**src/rtl/pds_params.svh**
```systemverilog
// Purpose: constants for the synthesizer divider control block
// Assumes: included by its bare name
// Notes:   field positions refer to latch bits, not shift register bits
`ifndef PDS_PARAMS_SVH
`define PDS_PARAMS_SVH

// =====================================================================
// serial word
`define PDS_SR_W          18
`define PDS_SEL_BIT       0
`define PDS_DATA_HI       17
`define PDS_DATA_LO       1

// =====================================================================
// reference latch, bits 14..1 of the word stored as latch bits 13..0
`define PDS_REF_W         14
`define PDS_REF_DIV_HI    9
`define PDS_REF_DIV_LO    0
`define PDS_REF_FLOAT     10
`define PDS_REF_SENSE     11
`define PDS_REF_SPARE     12
`define PDS_REF_DIAG      13
`define PDS_REF_RESET     14'h0400

// =====================================================================
// feedback latch, bits 17..1 of the word stored as latch bits 16..0
`define PDS_FB_W          17
`define PDS_FB_MAIN_HI    16
`define PDS_FB_MAIN_LO    7
`define PDS_FB_SWAL_HI    6
`define PDS_FB_SWAL_LO    2
`define PDS_FB_CLEAR      1
`define PDS_FB_SLEEP      0
`define PDS_FB_RESET      17'h00001

// =====================================================================
// prescaler
`define PDS_PRE_W         6
`define PDS_PRE_LOW_LAST  6'h1f
`define PDS_PRE_HIGH_LAST 6'h20

// =====================================================================
// synchronised pin vector positions
`define PDS_PIN_W         6
`define PDS_PIN_SCLK      0
`define PDS_PIN_SDATA     1
`define PDS_PIN_LOAD      2
`define PDS_PIN_CE        3
`define PDS_PIN_REF       4
`define PDS_PIN_RF        5

`endif

```
**src/rtl/pds_pkg.sv**
```systemverilog
// Purpose: types for the synthesizer divider control block
// Assumes: nothing
// Notes:   power mode states only
package pds_pkg;

    // =================================================================
    // power state
    typedef enum logic [1:0] {
        PDS_RUN,
        PDS_SLEEP_WAIT,
        PDS_DOWN,
        PDS_CLEAR
    } pds_power_t;

endpackage : pds_pkg

```
**src/rtl/pds_synth_ctrl.sv**
```systemverilog
// Purpose: divider, detector and serial load logic of an integer-N synthesizer
// Assumes: all pins are sampled on i_clk and are slower than half its rate
// Notes:   the rf pin stands for the prescaler input at a rate i_clk can sample
// What this block does
// - serial bit shifted on each clock rise
// - msb first, last bit lands lowest
// - load strobe rise fills one latch
// - select 0 feedback latch, 1 reference
// - word bits 17..1 data, bit 0 select
// - reference latch fields, bit 12 spare zero
// - feedback latch main, swallow, power fields
// - 10-bit reference divider, ratio 2..1023
// - 15-bit feedback divider, swallow plus main
// - 32/33 prescaler, swallow counter picks modulus
// - modulus plus one for swallow cycles
// - detector compares divided pulses, issues commands
// - sense bit picks command for lagging feedback
// - pump feedback overlap removes dead zone
// - pump drives high, low, else floats
// - diagnostic and float bits both set put divider on pump pin
// - chip enable low powers down, floats pump
// - sleep stops counters, floats rf, oscillator off
// - power down floats pump and comparator
// - counter clear resets both, restart aligned
// - serial loading works in all power modes
// - power field selects run, sleep, clear, off
`include "pds_params.svh"

module pds_synth_ctrl
    import pds_pkg::*;
(
    input  wire logic                  i_clk,
    input  wire logic                  i_rst_n,
    input  wire logic                  i_sclk,
    input  wire logic                  i_sdata,
    input  wire logic                  i_load_strobe,
    input  wire logic                  i_chip_en,
    input  wire logic                  i_ref_clock_pin,
    input  wire logic                  i_rf_pin,
    output logic                       o_cp_out,
    output logic                       o_cp_oe_n,
    output logic                       o_pump_up,
    output logic                       o_pump_dn,
    output logic                       o_divided_ref_pulse,
    output logic                       o_divided_rf_pulse,
    output logic                       o_rf_in_float,
    output logic                       o_ref_osc_pd,
    output logic [`PDS_REF_W-1:0]      o_ref_latch,
    output logic [`PDS_FB_W-1:0]       o_fb_latch
);

    // =================================================================
    // pin synchronisers
    logic [`PDS_PIN_W-1:0] pin_s1_q;
    logic [`PDS_PIN_W-1:0] pin_s2_q;
    logic [`PDS_PIN_W-1:0] pin_s3_q;
    logic [`PDS_PIN_W-1:0] pin_rise;

    always_ff @(posedge i_clk or negedge i_rst_n) begin
        if (!i_rst_n) begin
            pin_s1_q <= '0;
            pin_s2_q <= '0;
            pin_s3_q <= '0;
        end else begin
            pin_s1_q <= {i_rf_pin, i_ref_clock_pin, i_chip_en, i_load_strobe, i_sdata, i_sclk};
            pin_s2_q <= pin_s1_q;
            pin_s3_q <= pin_s2_q;
        end
    end

    assign pin_rise = pin_s2_q & ~pin_s3_q;

    // =================================================================
    // serial shift register and latches
    logic [`PDS_SR_W-1:0]  shift_q;
    logic [`PDS_SR_W-1:0]  shift_d;
    logic [`PDS_REF_W-1:0] ref_latch_q;
    logic [`PDS_REF_W-1:0] ref_latch_d;
    logic [`PDS_FB_W-1:0]  fb_latch_q;
    logic [`PDS_FB_W-1:0]  fb_latch_d;

    // no power state gates this group, so loading never stops
    always_comb begin
        shift_d     = shift_q;
        ref_latch_d = ref_latch_q;
        fb_latch_d  = fb_latch_q;
        if (pin_rise[`PDS_PIN_SCLK]) begin
            shift_d = {shift_q[`PDS_SR_W-2:0], pin_s2_q[`PDS_PIN_SDATA]};
        end
        if (pin_rise[`PDS_PIN_LOAD]) begin
            if (shift_q[`PDS_SEL_BIT]) begin
                ref_latch_d = shift_q[`PDS_REF_W:`PDS_DATA_LO];
            end else begin
                fb_latch_d = shift_q[`PDS_DATA_HI:`PDS_DATA_LO];
            end
        end
    end

    always_ff @(posedge i_clk or negedge i_rst_n) begin
        if (!i_rst_n) begin
            shift_q     <= '0;
            ref_latch_q <= `PDS_REF_RESET;
            fb_latch_q  <= `PDS_FB_RESET;
        end else begin
            shift_q     <= shift_d;
            ref_latch_q <= ref_latch_d;
            fb_latch_q  <= fb_latch_d;
        end
    end

    // =================================================================
    // latch fields
    logic [9:0] ref_div_value;
    logic       pump_float_bit;
    logic       detector_sense_bit;
    logic       diag_bit;
    logic [9:0] main_div_value;
    logic [4:0] swallow_count_value;
    logic [1:0] power_ctrl_field;
    logic       divider_clear_bit;
    logic       sleep_bit;

    assign ref_div_value       = ref_latch_q[`PDS_REF_DIV_HI:`PDS_REF_DIV_LO];
    assign pump_float_bit      = ref_latch_q[`PDS_REF_FLOAT];
    assign detector_sense_bit  = ref_latch_q[`PDS_REF_SENSE];
    assign diag_bit            = ref_latch_q[`PDS_REF_DIAG];
    assign main_div_value      = fb_latch_q[`PDS_FB_MAIN_HI:`PDS_FB_MAIN_LO];
    assign swallow_count_value = fb_latch_q[`PDS_FB_SWAL_HI:`PDS_FB_SWAL_LO];
    assign power_ctrl_field    = fb_latch_q[`PDS_FB_CLEAR:`PDS_FB_SLEEP];
    assign divider_clear_bit   = power_ctrl_field[1];
    assign sleep_bit           = power_ctrl_field[0];

    // =================================================================
    // power control
    pds_power_t power_q;
    pds_power_t power_d;
    logic       up_q;
    logic       dn_q;
    logic       hold;

    always_comb begin
        power_d = PDS_RUN;
        if (!pin_s2_q[`PDS_PIN_CE]) begin
            power_d = PDS_DOWN;
        end else if (divider_clear_bit && sleep_bit) begin
            power_d = PDS_DOWN;
        end else if (divider_clear_bit) begin
            power_d = PDS_CLEAR;
        end else if (sleep_bit) begin
            // synchronous sleep waits for the current pump pulse to finish
            unique case (power_q)
                PDS_RUN,
                PDS_SLEEP_WAIT: power_d = (up_q || dn_q) ? PDS_SLEEP_WAIT : PDS_DOWN;
                PDS_DOWN,
                PDS_CLEAR:      power_d = PDS_DOWN;
            endcase
        end
    end

    always_ff @(posedge i_clk or negedge i_rst_n) begin
        if (!i_rst_n) begin
            power_q <= PDS_DOWN;
        end else begin
            power_q <= power_d;
        end
    end

    // counters sit at zero together, so both restart on the same edge
    assign hold          = (power_q == PDS_DOWN) || (power_q == PDS_CLEAR);
    assign o_rf_in_float = (power_q == PDS_DOWN);
    assign o_ref_osc_pd  = (power_q == PDS_DOWN);

    // =================================================================
    // reference divider and pulse-swallow feedback divider
    logic [9:0]            ref_cnt_q;
    logic [9:0]            ref_cnt_d;
    logic                  ref_pulse_q;
    logic                  ref_pulse_d;
    logic [`PDS_PRE_W-1:0] pre_cnt_q;
    logic [`PDS_PRE_W-1:0] pre_cnt_d;
    logic [4:0]            swal_cnt_q;
    logic [4:0]            swal_cnt_d;
    logic [9:0]            main_cnt_q;
    logic [9:0]            main_cnt_d;
    logic                  fb_pulse_q;
    logic                  fb_pulse_d;
    logic                  swallowing;
    logic [`PDS_PRE_W-1:0] pre_last;
    logic                  pre_out;

    assign swallowing = (swal_cnt_q < swallow_count_value);
    assign pre_last   = swallowing ? `PDS_PRE_HIGH_LAST : `PDS_PRE_LOW_LAST;
    assign pre_out    = pin_rise[`PDS_PIN_RF] && (pre_cnt_q == pre_last);

    always_comb begin
        ref_cnt_d   = ref_cnt_q;
        ref_pulse_d = 1'b0;
        pre_cnt_d   = pre_cnt_q;
        swal_cnt_d  = swal_cnt_q;
        main_cnt_d  = main_cnt_q;
        fb_pulse_d  = 1'b0;
        if (hold) begin
            ref_cnt_d  = '0;
            pre_cnt_d  = '0;
            swal_cnt_d = '0;
            main_cnt_d = '0;
        end else begin
            if (pin_rise[`PDS_PIN_REF]) begin
                if (ref_cnt_q == ref_div_value - 10'h001) begin
                    ref_cnt_d   = '0;
                    ref_pulse_d = 1'b1;
                end else begin
                    ref_cnt_d = ref_cnt_q + 10'h001;
                end
            end
            if (pin_rise[`PDS_PIN_RF]) begin
                pre_cnt_d = pre_out ? '0 : pre_cnt_q + 6'h01;
            end
            if (pre_out) begin
                if (main_cnt_q == main_div_value - 10'h001) begin
                    main_cnt_d = '0;
                    swal_cnt_d = '0;
                    fb_pulse_d = 1'b1;
                end else begin
                    main_cnt_d = main_cnt_q + 10'h001;
                    if (swallowing) begin
                        swal_cnt_d = swal_cnt_q + 5'h01;
                    end
                end
            end
        end
    end

    always_ff @(posedge i_clk or negedge i_rst_n) begin
        if (!i_rst_n) begin
            ref_cnt_q   <= '0;
            ref_pulse_q <= 1'b0;
            pre_cnt_q   <= '0;
            swal_cnt_q  <= '0;
            main_cnt_q  <= '0;
            fb_pulse_q  <= 1'b0;
        end else begin
            ref_cnt_q   <= ref_cnt_d;
            ref_pulse_q <= ref_pulse_d;
            pre_cnt_q   <= pre_cnt_d;
            swal_cnt_q  <= swal_cnt_d;
            main_cnt_q  <= main_cnt_d;
            fb_pulse_q  <= fb_pulse_d;
        end
    end

    // =================================================================
    // phase/frequency detector and pump
    logic up_d;
    logic dn_d;
    logic up_cmd;
    logic dn_cmd;
    logic cp_out_q;
    logic cp_out_d;
    logic cp_oe_n_q;
    logic cp_oe_n_d;

    // up_q means reference leads, dn_q means feedback leads
    always_comb begin
        up_d = up_q || ref_pulse_q;
        dn_d = dn_q || fb_pulse_q;
        // both high for one cycle before clearing: the pump overlap
        // keeps tiny phase errors from falling into a dead zone
        if (up_q && dn_q) begin
            up_d = ref_pulse_q;
            dn_d = fb_pulse_q;
        end
        if (hold) begin
            up_d = 1'b0;
            dn_d = 1'b0;
        end
    end

    assign up_cmd = detector_sense_bit ? up_q : dn_q;
    assign dn_cmd = detector_sense_bit ? dn_q : up_q;

    always_comb begin
        cp_out_d  = 1'b0;
        cp_oe_n_d = 1'b1;
        if (power_q == PDS_DOWN) begin
            cp_oe_n_d = 1'b1;
        end else if (diag_bit && pump_float_bit) begin
            cp_oe_n_d = 1'b0;
            cp_out_d  = detector_sense_bit ? fb_pulse_q : ref_pulse_q;
        end else if (!pump_float_bit && (up_cmd != dn_cmd)) begin
            cp_oe_n_d = 1'b0;
            cp_out_d  = up_cmd;
        end
    end

    always_ff @(posedge i_clk or negedge i_rst_n) begin
        if (!i_rst_n) begin
            up_q      <= 1'b0;
            dn_q      <= 1'b0;
            cp_out_q  <= 1'b0;
            cp_oe_n_q <= 1'b1;
        end else begin
            up_q      <= up_d;
            dn_q      <= dn_d;
            cp_out_q  <= cp_out_d;
            cp_oe_n_q <= cp_oe_n_d;
        end
    end

    // =================================================================
    // outputs
    assign o_cp_out            = cp_out_q;
    assign o_cp_oe_n           = cp_oe_n_q;
    assign o_pump_up           = up_cmd;
    assign o_pump_dn           = dn_cmd;
    assign o_divided_ref_pulse = ref_pulse_q;
    assign o_divided_rf_pulse  = fb_pulse_q;
    assign o_ref_latch         = ref_latch_q;
    assign o_fb_latch          = fb_latch_q;

endmodule : pds_synth_ctrl

```
**config.mk**
```make
export PLATFORM = sky130hd
export DESIGN_NAME = pds_synth_ctrl
export DESIGN_NICKNAME = d
export VERILOG_FILES = /design/src/rtl/pds_pkg.sv /design/src/rtl/pds_synth_ctrl.sv
export VERILOG_INCLUDE_DIRS = /design/src /design/src/rtl
export SDC_FILE = /design/constraint.sdc
export NUM_CORES = 1
export LEC_CHECK = 0
export BUFFER_PORTS_ARGS = -buffer_cell sky130_fd_sc_hd__buf_2
export CAP_MARGIN = 15
export CORE_MARGIN = 3
export CORE_UTILIZATION = 59
export DETAILED_ROUTE_END_ITERATION = 10
export GPL_TIMING_DRIVEN = 0
export PLACE_DENSITY = 0.81
export RECOVER_POWER = 100
export REMOVE_ABC_BUFFERS = 1
export SYNTH_ARGS = -nofsm -noshare
export SYNTH_HDL_FRONTEND = slang
export SYNTH_SLANG_ARGS = --single-unit
```
**constraint.sdc**
```tcl
create_clock -name i_clk -period 2.9 [get_ports i_clk]
set_clock_uncertainty 0.05 [all_clocks]
set_input_delay 0 -clock i_clk [delete_from_list [all_inputs] [get_ports i_clk]]
set_output_delay 0 -clock i_clk [all_outputs]
set_load 0.02 [all_outputs]
```
==> reports/metrics.cfg, run 1 <==
[run_status]
status = finished, violations left
violations = max-capacitance violations, max-slew violations

[logic_synthesis]
synth_area_leader_cell = dfrtp_1
ys_types = 64
synth_area_um2 = 5190
syn_area_per_cell_um2 = 11.1
yosys_warnings = 0
ys_async_sr_fraction_pct = 100
synthFlopType = dfrtp_1
ys_ff_latch = 104
ys_seq_area_share_pct = 50.2
synth_edf_count = 0
syn_inst = 468
synth_area_leaders = dfrtp_1 48%, mux2_2 9.8%, xnor2_1 3.4%, ha_1 2.9%, nand2_1 2.3%
netlist.area_leader.share_pct = 48.2

[setup_path]
required_ps = 3120
r2r_end = ref_cnt_q[3]$_DFFE_PN0P_
rr_worst_depth = 9
worst-setup-path-type = flip-flop to flip-flop
cp_max_fo = 8
start_kind = flip-flop
crit_start = o_ref_latch[0]$_DFFE_PN0P_
r2r_setup_slack_ps = 160
crit_end = ref_cnt_q[3]$_DFFE_PN0P_
end_kind = flip-flop
arrival_ps = 2970
r2r_start = o_ref_latch[0]$_DFFE_PN0P_

[cts]
cts_tree = yes
root_buffer = clkbuf_8
clkTransAtPathRegs_ps = 110
numCtsBuffers = 9
cts.sinks = 104
clk_latency_ps = 380
cts_max_level = 3
cts_max_path_buffers = 2

[cells_and_area]
layout-drive-gt1-share_pct = 18.1
multiInputGateArea_um2 = 2470
fillCellCount = 627
antenna_cells = 0
area_growth_syn_to_layout_pct = 11.9
final_util_pct = 69.4
regArea_um2 = 2610
layout.nets = 541

[route]
drt-total-wl_um = 10700
final_antenna_net_count = 0
firstDrtPassIters = 5
post_drt_wl_per_cell_um = 16.9
drc_errors = 0
via_per_inst = 6.06
vias = 3822
first_iter_violations = 206

[global_route]
grt_pass1_wl_um = 18200
grt_max_degree = 71
antenna_found_initial = 0
first_global_vias = 3757
grt_util_all_layers_pct = 22.8
grt-ovfl-total = 0

[power_and_ir_drop]
combPwrFrac_pct = 35.8
clockPowerShare_pct = 19.1
vdd_ir_drop_max_mv = 0.521
powerDensity_nw_per_um2 = 834
pwr-share-seq_pct = 45.1
p_leak_nw = 2.50
internal_power_mw = 2.82
switching_share_pct = 42.0
power_switching_mw = 2.04

[worst_hold_path]
hold_depth = 2
min_path_type = input pin to flip-flop

[timing]
finalSetupViolCount = 0
hold_viol_final = 0
worstMarginPinSlew_ps = 1970
fin_crit_ps = 2740
fmax_ghz = 0.365
fin_crit_sh_pct = 94.6
slew_headroom_pct = -31.1
setup_ws_ps = 157
slew_violations = 54

[floorplan]
dieArea_um2 = 9970
die_w_um = 99.8
ios = 47
core-area_um2 = 8380
core.rowCount = 33
die_h_um = 99.8
start_util_pct = 62.0

[flow_run]
cap_violations = 2

[placement]
portBuffers = 46
gp_congestion = 0.834
dp_hpwl_um = 7320
pre_cts_ws_ps = -596

-- stage by stage --
| stage | hold WS, ps | instances | TNS, ps | area (µm²) | total power [mW] |
|---|---|---|---|---|---|
| after CTS | 63.4 | 629 | 0 | 5840 | 4.85 |
| after global routing | 196 | 631 | -1.51 | 5820 | 5.14 |
| after global placement | 57.5 | 602 | -5860 | 5480 | 3.81 |
| after floorplan | -346 | 451 | -148 | 5120 | 3.35 |
| after detailed placement | -61.3 | 604 | -5330 | 5530 | 3.90 |
| final | 197 | 631 | 0 | 5820 | 4.85 |
-- cell type report --
class                           count  area share, %
Clock buffer                        9           2.13
Sequential cell                   104           44.8
Tap cell                          105           2.26
Multi-Input combinational cell    324           42.4
Timing Repair Buffer               59           5.40
Inverter                           23           1.48
Clock inverter                      7           1.48
-- per-layer routing --
layer  global-route usage (%)  share of wire [%]  routed length [µm]
met1                     31.0                 45                4780
met2                     36.9                 49                5230
met3                     4.03                4.7                 504
met4                     8.61                1.6                 173
met5                        0                  0                   0
-- power groups by stage --
stage                     sequential [mW]  combinational (mW)  clock (mW)
final                                2.19                1.74       0.925
after global routing                 2.24                1.89        1.00
after CTS                            2.17                1.74       0.935
after detailed placement             2.20                1.69           0
after global placement               2.18                1.63           0
after floorplan                      2.30                1.05           0
-- cells by family (layout without fill, tap and decap cells) --
logic type / after synthesis / after routing / synth area share, %
multiplexers: 48 / 48 / 10.3
buffers and inverters: 40 / 98 / 3.15
AND/OR/NAND/NOR: 157 / 157 / 18.1
flip-flops: 104 / 104 / 50.2
adder cells (fa/ha/maj): 12 / 12 / 2.89
AO/OA/AOI/OAI: 76 / 76 / 10.1
XOR/XNOR: 31 / 31 / 5.23
-- flip-flops by register name, summed over array words and instances (netlist names), 6 cells and up --
name / flops
shift_q: 18
pre_cnt_q: 6
pin_s2_q: 6
ref_cnt_q: 10
pin_s1_q: 6
main_cnt_q: 10
o_ref_latch: 14
o_fb_latch: 17
-- synth_stat cells (3+ instances only) --
master       n
nor4_2       3
nand3b_1     3
nand4_1      6
nor3_1      13
nand4b_1     3
xor2_1      11
and2_1       5
xnor2_1     20
and3_1      15
dfstp_2      4
nor3b_1      3
nor2b_1      7
nand3_1     12
a21oi_1     13
nor4_1      10
ha_1        12
nor2_1      21
a2111oi_0    3
inv_1       23
or2_2        4
dfrtp_1    100
mux2_2      45
a221oi_1     3
clkbuf_1    12
a31oi_1      4
a211oi_1     4
nand2_1     32
mux2i_1      3
o21ai_0     21
or3_1        3
a21o_1       6
-- critical path, stage by stage, from the launching register on --
cell      delay, ps
dfrtp_1         500
inv_1           100
ha_1            190
nor3b_4         330
a21oi_1         120
nor4b_1         370
nor4bb_4        350
buf_4           190
a21oi_2          90
a311o_1         350
-- cells in the final DEF (no fill, tap or decap), drive strengths merged, types with 13 or more instances in the layout --
cell / count
a21oi: 14
and3: 15
buf: 13
clkbuf: 48
dfrtp: 100
inv: 26
mux2: 45
nand2: 32
nand3: 13
nor2: 21
nor3: 14
nor4: 15
o21ai: 21
xnor2: 20
-- worst min-delay path by stage --
stage / from / end / slack, ps
global placement: i_rf_pin / pin_s1_q[5]$_DFF_PN0_ / 60
detailed placement: i_rst_n / ref_cnt_q[6]$_DFFE_PN0P_ / -60
finish: i_chip_en / pin_s1_q[3]$_DFF_PN0_ / 200
floorplan: i_rst_n / dn_q$_DFF_PN0_ / -350
global route: i_load_strobe / pin_s1_q[2]$_DFF_PN0_ / 200
CTS: i_rst_n / ref_cnt_q[6]$_DFFE_PN0P_ / 60
-- what timing repair did --
| action | in CTS | in global routing |
|---|---|---|
| endpoints found under the hold margin | 106 | 0 |
| setup endpoints to repair | 11 | 24 |
| resized for setup | 2 | 5 |
| pin swaps | 0 | 1 |
| hold buffers | 7 | 0 |
| buffers inserted | 2 | 2 |
Power figures use the tool's default switching activity.
==> inputs of run 2 (changes only) <==
clock period = 3.1 ns   (was 2.9 ns; I/O delays follow)
==> reports/metrics.cfg, run 2 (synthesis gave the netlist of run 1 again) <==
[global_route]
grt_util_all_layers_pct = 22.6
first_global_vias = 3747
grt_max_degree = 71
antenna_found_initial = 0
grt_pass1_wl_um = 18000
grt-ovfl-total = 0

[power_and_ir_drop]
combPwrFrac_pct = 35.1
total_power_mw = 4.46
pwr-share-seq_pct = 45.6
clockPowerShare_pct = 19.3
vdd_ir_drop_max_mv = 0.482
p_leak_nw = 2.47
power_switching_mw = 1.85
switching_share_pct = 41.6
powerDensity_nw_per_um2 = 777
internal_power_mw = 2.61

[floorplan]
start_util_pct = 62.0
core.rowCount = 33
die_h_um = 99.8
core-area_um2 = 8380
ios = 47
dieArea_um2 = 9970
die_w_um = 99.8

[run_status]
status = finished, violations left
violations = max-capacitance violations, max-slew violations

[setup_path]
rr_worst_depth = 7
start_kind = flip-flop
r2r_start = swal_cnt_q[2]$_DFFE_PN0P_
cp_max_fo = 8
worst-setup-path-type = flip-flop to flip-flop
r2r_setup_slack_ps = 200
arrival_ps = 3080
crit_start = swal_cnt_q[2]$_DFFE_PN0P_
end_kind = flip-flop
required_ps = 3290
r2r_end = main_cnt_q[6]$_DFFE_PN0P_

[worst_hold_path]
hold_end = pin_s1_q[3]$_DFF_PN0_
hold_depth = 2
min_from = i_chip_en
min_path_type = input pin to flip-flop

[timing]
finalSetupViolCount = 0
slew_headroom_pct = -21.7
hold_viol_final = 0
worstMarginPinSlew_ps = 1820
slew_violations = 55
fin_crit_sh_pct = 93.4
fin_crit_ps = 2900
fmax_ghz = 0.345
setup_tns_ps = 0

[cts]
cts_tree = yes
cts.sinks = 104
cts_max_level = 3
cts_max_path_buffers = 2
clk_latency_ps = 380
root_buffer = clkbuf_8
numCtsBuffers = 9
clkTransAtPathRegs_ps = 110

[placement]
portBuffers = 46
place_area_um2 = 5530
gp_congestion = 0.834
dp_hpwl_um = 7320

[cells_and_area]
final_cell_mix = 100 x dfrtp_1, 45 x mux2_2, 39 x clkbuf_1, 32 x nand2_1, 23 x inv_1
final_area_um2 = 5740
area_growth_syn_to_layout_pct = 10.5
antenna_cells = 0
largest_register_ffs = 18
layout-drive-gt1-share_pct = 17.0
layout_commonest_cell = dfrtp_1
layout.nets = 538
largest-register = shift_q

[route]
first_iter_violations = 203
post_drt_wl_per_cell_um = 16.7
firstDrtPassIters = 4
drc_errors = 0
via_per_inst = 6.00
final_antenna_net_count = 0
vias = 3767
drt-total-wl_um = 10500

[flow_run]
cap_violations = 2

## run 2: critical path, cell delays in order, from the launching register on
cell	delay, ps
dfrtp_1	440
ha_1	310
a21oi_1	120
o21ai_0	130
a211oi_1	630
a21oi_1	340
nor4_4	600
nor4_1	130
## run 2: worst max path at each step
stage | to | cells after the start
after floorplan | ref_cnt_q[2]$_DFFE_PN0P_ | 8
after global placement | ref_cnt_q[2]$_DFFE_PN0P_ | 8
after detailed placement | ref_cnt_q[2]$_DFFE_PN0P_ | 8
after CTS | ref_cnt_q[3]$_DFFE_PN0P_ | 8
after global routing | ref_cnt_q[3]$_DFFE_PN0P_ | 9
final | main_cnt_q[6]$_DFFE_PN0P_ | 7
## run 2: metal layers
| metal | global-route usage, % | part of all wire [%] | up-vias | routed length, µm |
|---|---|---|---|---|
| met2 | 36.1 | 49 | 84 | 5100 |
| met5 | 0 | 0 | - | 0 |
| met4 | 7.98 | 1.3 | 0 | 137 |
| met1 | 31.1 | 46 | 1877 | 4770 |
| li1 | - | - | 1794 | - |
| met3 | 4.45 | 4.3 | 12 | 454 |
## run 2: layout make-up
type                            instances  area, µm²
Tap cell                              105        131
Fill cell                             638       2640
Clock buffer                            9        124
Sequential cell                       104       2610
Timing Repair Buffer                   56        272
Inverter                               23       86.3
Clock inverter                          7       86.3
Multi-Input combinational cell        324       2430
## run 2: power by group through the flow
| stage | Clock [mW] | Combinational (mW) | Sequential, mW |
|---|---|---|---|
| global placement | 0 | 1.53 | 2.04 |
| finish | 0.859 | 1.57 | 2.03 |
| floorplan | 0 | 0.984 | 2.15 |
| global route | 0.942 | 1.71 | 2.09 |
| CTS | 0.875 | 1.63 | 2.03 |
| detailed placement | 0 | 1.58 | 2.06 |
## run 2: per-stage QoR
stage,hold WS (ps),worst slack [ps],std cells,util [%]
4_1_cts,63.4,117,627,69.5
3_5_place_dp,-61.3,-396,604,66.0
5_1_grt,188,-24.4,628,68.5
2_1_floorplan,-346,147,451,-
6_report,199,204,628,68.5
3_3_place_gp,57.5,-269,602,65.4
## run 2: repair_timing
action                                  in CTS  in global routing
endpoints found under the setup margin      11                 11
endpoints found under the hold margin      106                  0
gates resized for setup                      2                  0
buffers inserted                             0                  1
hold buffers                                 7                  0
==> inputs of run 3 (changes only) <==
RECOVER_POWER = 25   (was 100)
SLEW_MARGIN = 20   (was unset)
==> reports/metrics.cfg, run 3 (synthesis gave the netlist of run 1 again) <==
[floorplan]
start_util_pct = 62.0
die_h_um = 99.8
die_w_um = 99.8
core-area_um2 = 8380
ios = 47
dieArea_um2 = 9970
core.rowCount = 33

[setup_path]
crit_start = swal_cnt_q[2]$_DFFE_PN0P_
end_kind = flip-flop
required_ps = 3280
worst-setup-path-type = flip-flop to flip-flop
start_kind = flip-flop
cp_max_fo = 8
r2r_end = main_cnt_q[8]$_DFFE_PN0P_
arrival_ps = 3080
crit_end = main_cnt_q[8]$_DFFE_PN0P_
rr_worst_depth = 7
r2r_start = swal_cnt_q[2]$_DFFE_PN0P_
r2r_setup_slack_ps = 210

[placement]
dpl.cell_count = 605
portBuffers = 46
gp_congestion = 0.834
dp_hpwl_um = 7330

[cts]
clk_latency_ps = 370
cts_tree = yes
clkTransAtPathRegs_ps = 110
cts_max_path_buffers = 2
root_buffer = clkbuf_8
numCtsBuffers = 9
cts_max_level = 3
cts.sinks = 104

[route]
final_antenna_net_count = 0
post_drt_wl_per_cell_um = 16.6
drt-total-wl_um = 10500
first_iter_violations = 209
drc_errors = 0
via_per_inst = 6.04
firstDrtPassIters = 5
vias = 3798

[global_route]
grt_max_degree = 71
grt_util_all_layers_pct = 22.3
grt_pass1_wl_um = 17800
first_global_vias = 3791
grt-ovfl-total = 0
antenna_found_initial = 0

[power_and_ir_drop]
powerDensity_nw_per_um2 = 773
vdd_ir_drop_max_mv = 0.508
total_power_mw = 4.51
p_leak_nw = 2.63

[timing]
fin_crit_ps = 2890
finalSetupViolCount = 0
hold_viol_final = 0
fmax_ghz = 0.346
hold_slack_ps = 209
setup_tns_ps = 0
worstMarginPinSlew_ps = 1960
slew_violations = 35
slew_headroom_pct = -31.0
fin_crit_sh_pct = 93.3

[cells_and_area]
area_growth_syn_to_layout_pct = 12.5
layout.nets = 539
layout-drive-gt1-share_pct = 25.6
fillCellCount = 598
layout_commonest_cell = dfrtp_1
largest-register = shift_q
final_cell_mix = 100 x dfrtp_1, 45 x mux2_2, 45 x buf_2, 32 x nand2_1, 23 x inv_1
largest_register_ffs = 18
antenna_cells = 0
instances_no_fill = 629

[flow_run]
cap_violations = 1

[worst_hold_path]
min_path_type = input pin to flip-flop

[run_status]
violations = max-capacitance violations, max-slew violations
status = finished, violations left

-- run 3: per-layer routing --
layer	part of all wire [%]	track usage, %	vias up
met5	0	0	-
met4	1.9	9.03	0
met3	4.6	3.68	17
met2	49	36.6	94
met1	45	29.9	1884
li1	-	-	1803
-- run 3: layout make-up --
class	count	area (µm²)	share of cell area, %
timing repair buffer	57	360	6.17
multi-input combinational	324	2450	41.9
sequential	104	2610	44.6
clock buffer	9	124	2.12
clock inverter	7	86.3	1.48
inverter	23	86.3	1.48
tap	105	131	2.25
-- run 3: worst min path at each step --
stage | slack [ps] | start | endpoint | cells after the start
6_report | 210 | i_sdata | pin_s1_q[1]$_DFF_PN0_ | 2
5_1_grt | 200 | i_load_strobe | pin_s1_q[2]$_DFF_PN0_ | 2
4_1_cts | 30 | i_rst_n | ref_cnt_q[6]$_DFFE_PN0P_ | 2
3_5_place_dp | -130 | i_rst_n | o_divided_ref_pulse$_DFF_PN0_ | 1
3_3_place_gp | 60 | i_rf_pin | pin_s1_q[5]$_DFF_PN0_ | 1
2_1_floorplan | -350 | i_rst_n | dn_q$_DFF_PN0_ | 0
-- run 3: report_power, final --
group          switching, mW  leakage [nW]  internal (mW)
clock network          0.525         0.105          0.325
registers              0.395          1.35           1.64
logic                  0.929          1.18          0.700
total                   1.85          2.63           2.67
-- run 3: metrics by stage --
step	cell area (µm²)	setup slack [ps]	util, %
after CTS	5840	146	69.7
after global placement	5480	-269	65.4
after detailed placement	5550	-48.5	66.2
final	5840	209	69.7
after floorplan	5120	147	-
after global routing	5840	-3.85	69.7
-- run 3: timing repair --
item / in CTS / in global routing
endpoints found under the setup margin: 4 / 7
resized for setup: 1 / 0
buffers inserted: 0 / 1
hold endpoints to repair: 106 / 0
pin swaps: 0 / 0
hold buffers: 7 / 0
-- run 3: worst max-delay path, cell delays in order (launching register included) --
cell	delay (ps)
dfrtp_1	440
ha_1	300
a21oi_1	120
o21ai_0	130
a211oi_1	640
a21oi_1	340
nor4_4	590
nor4_1	140
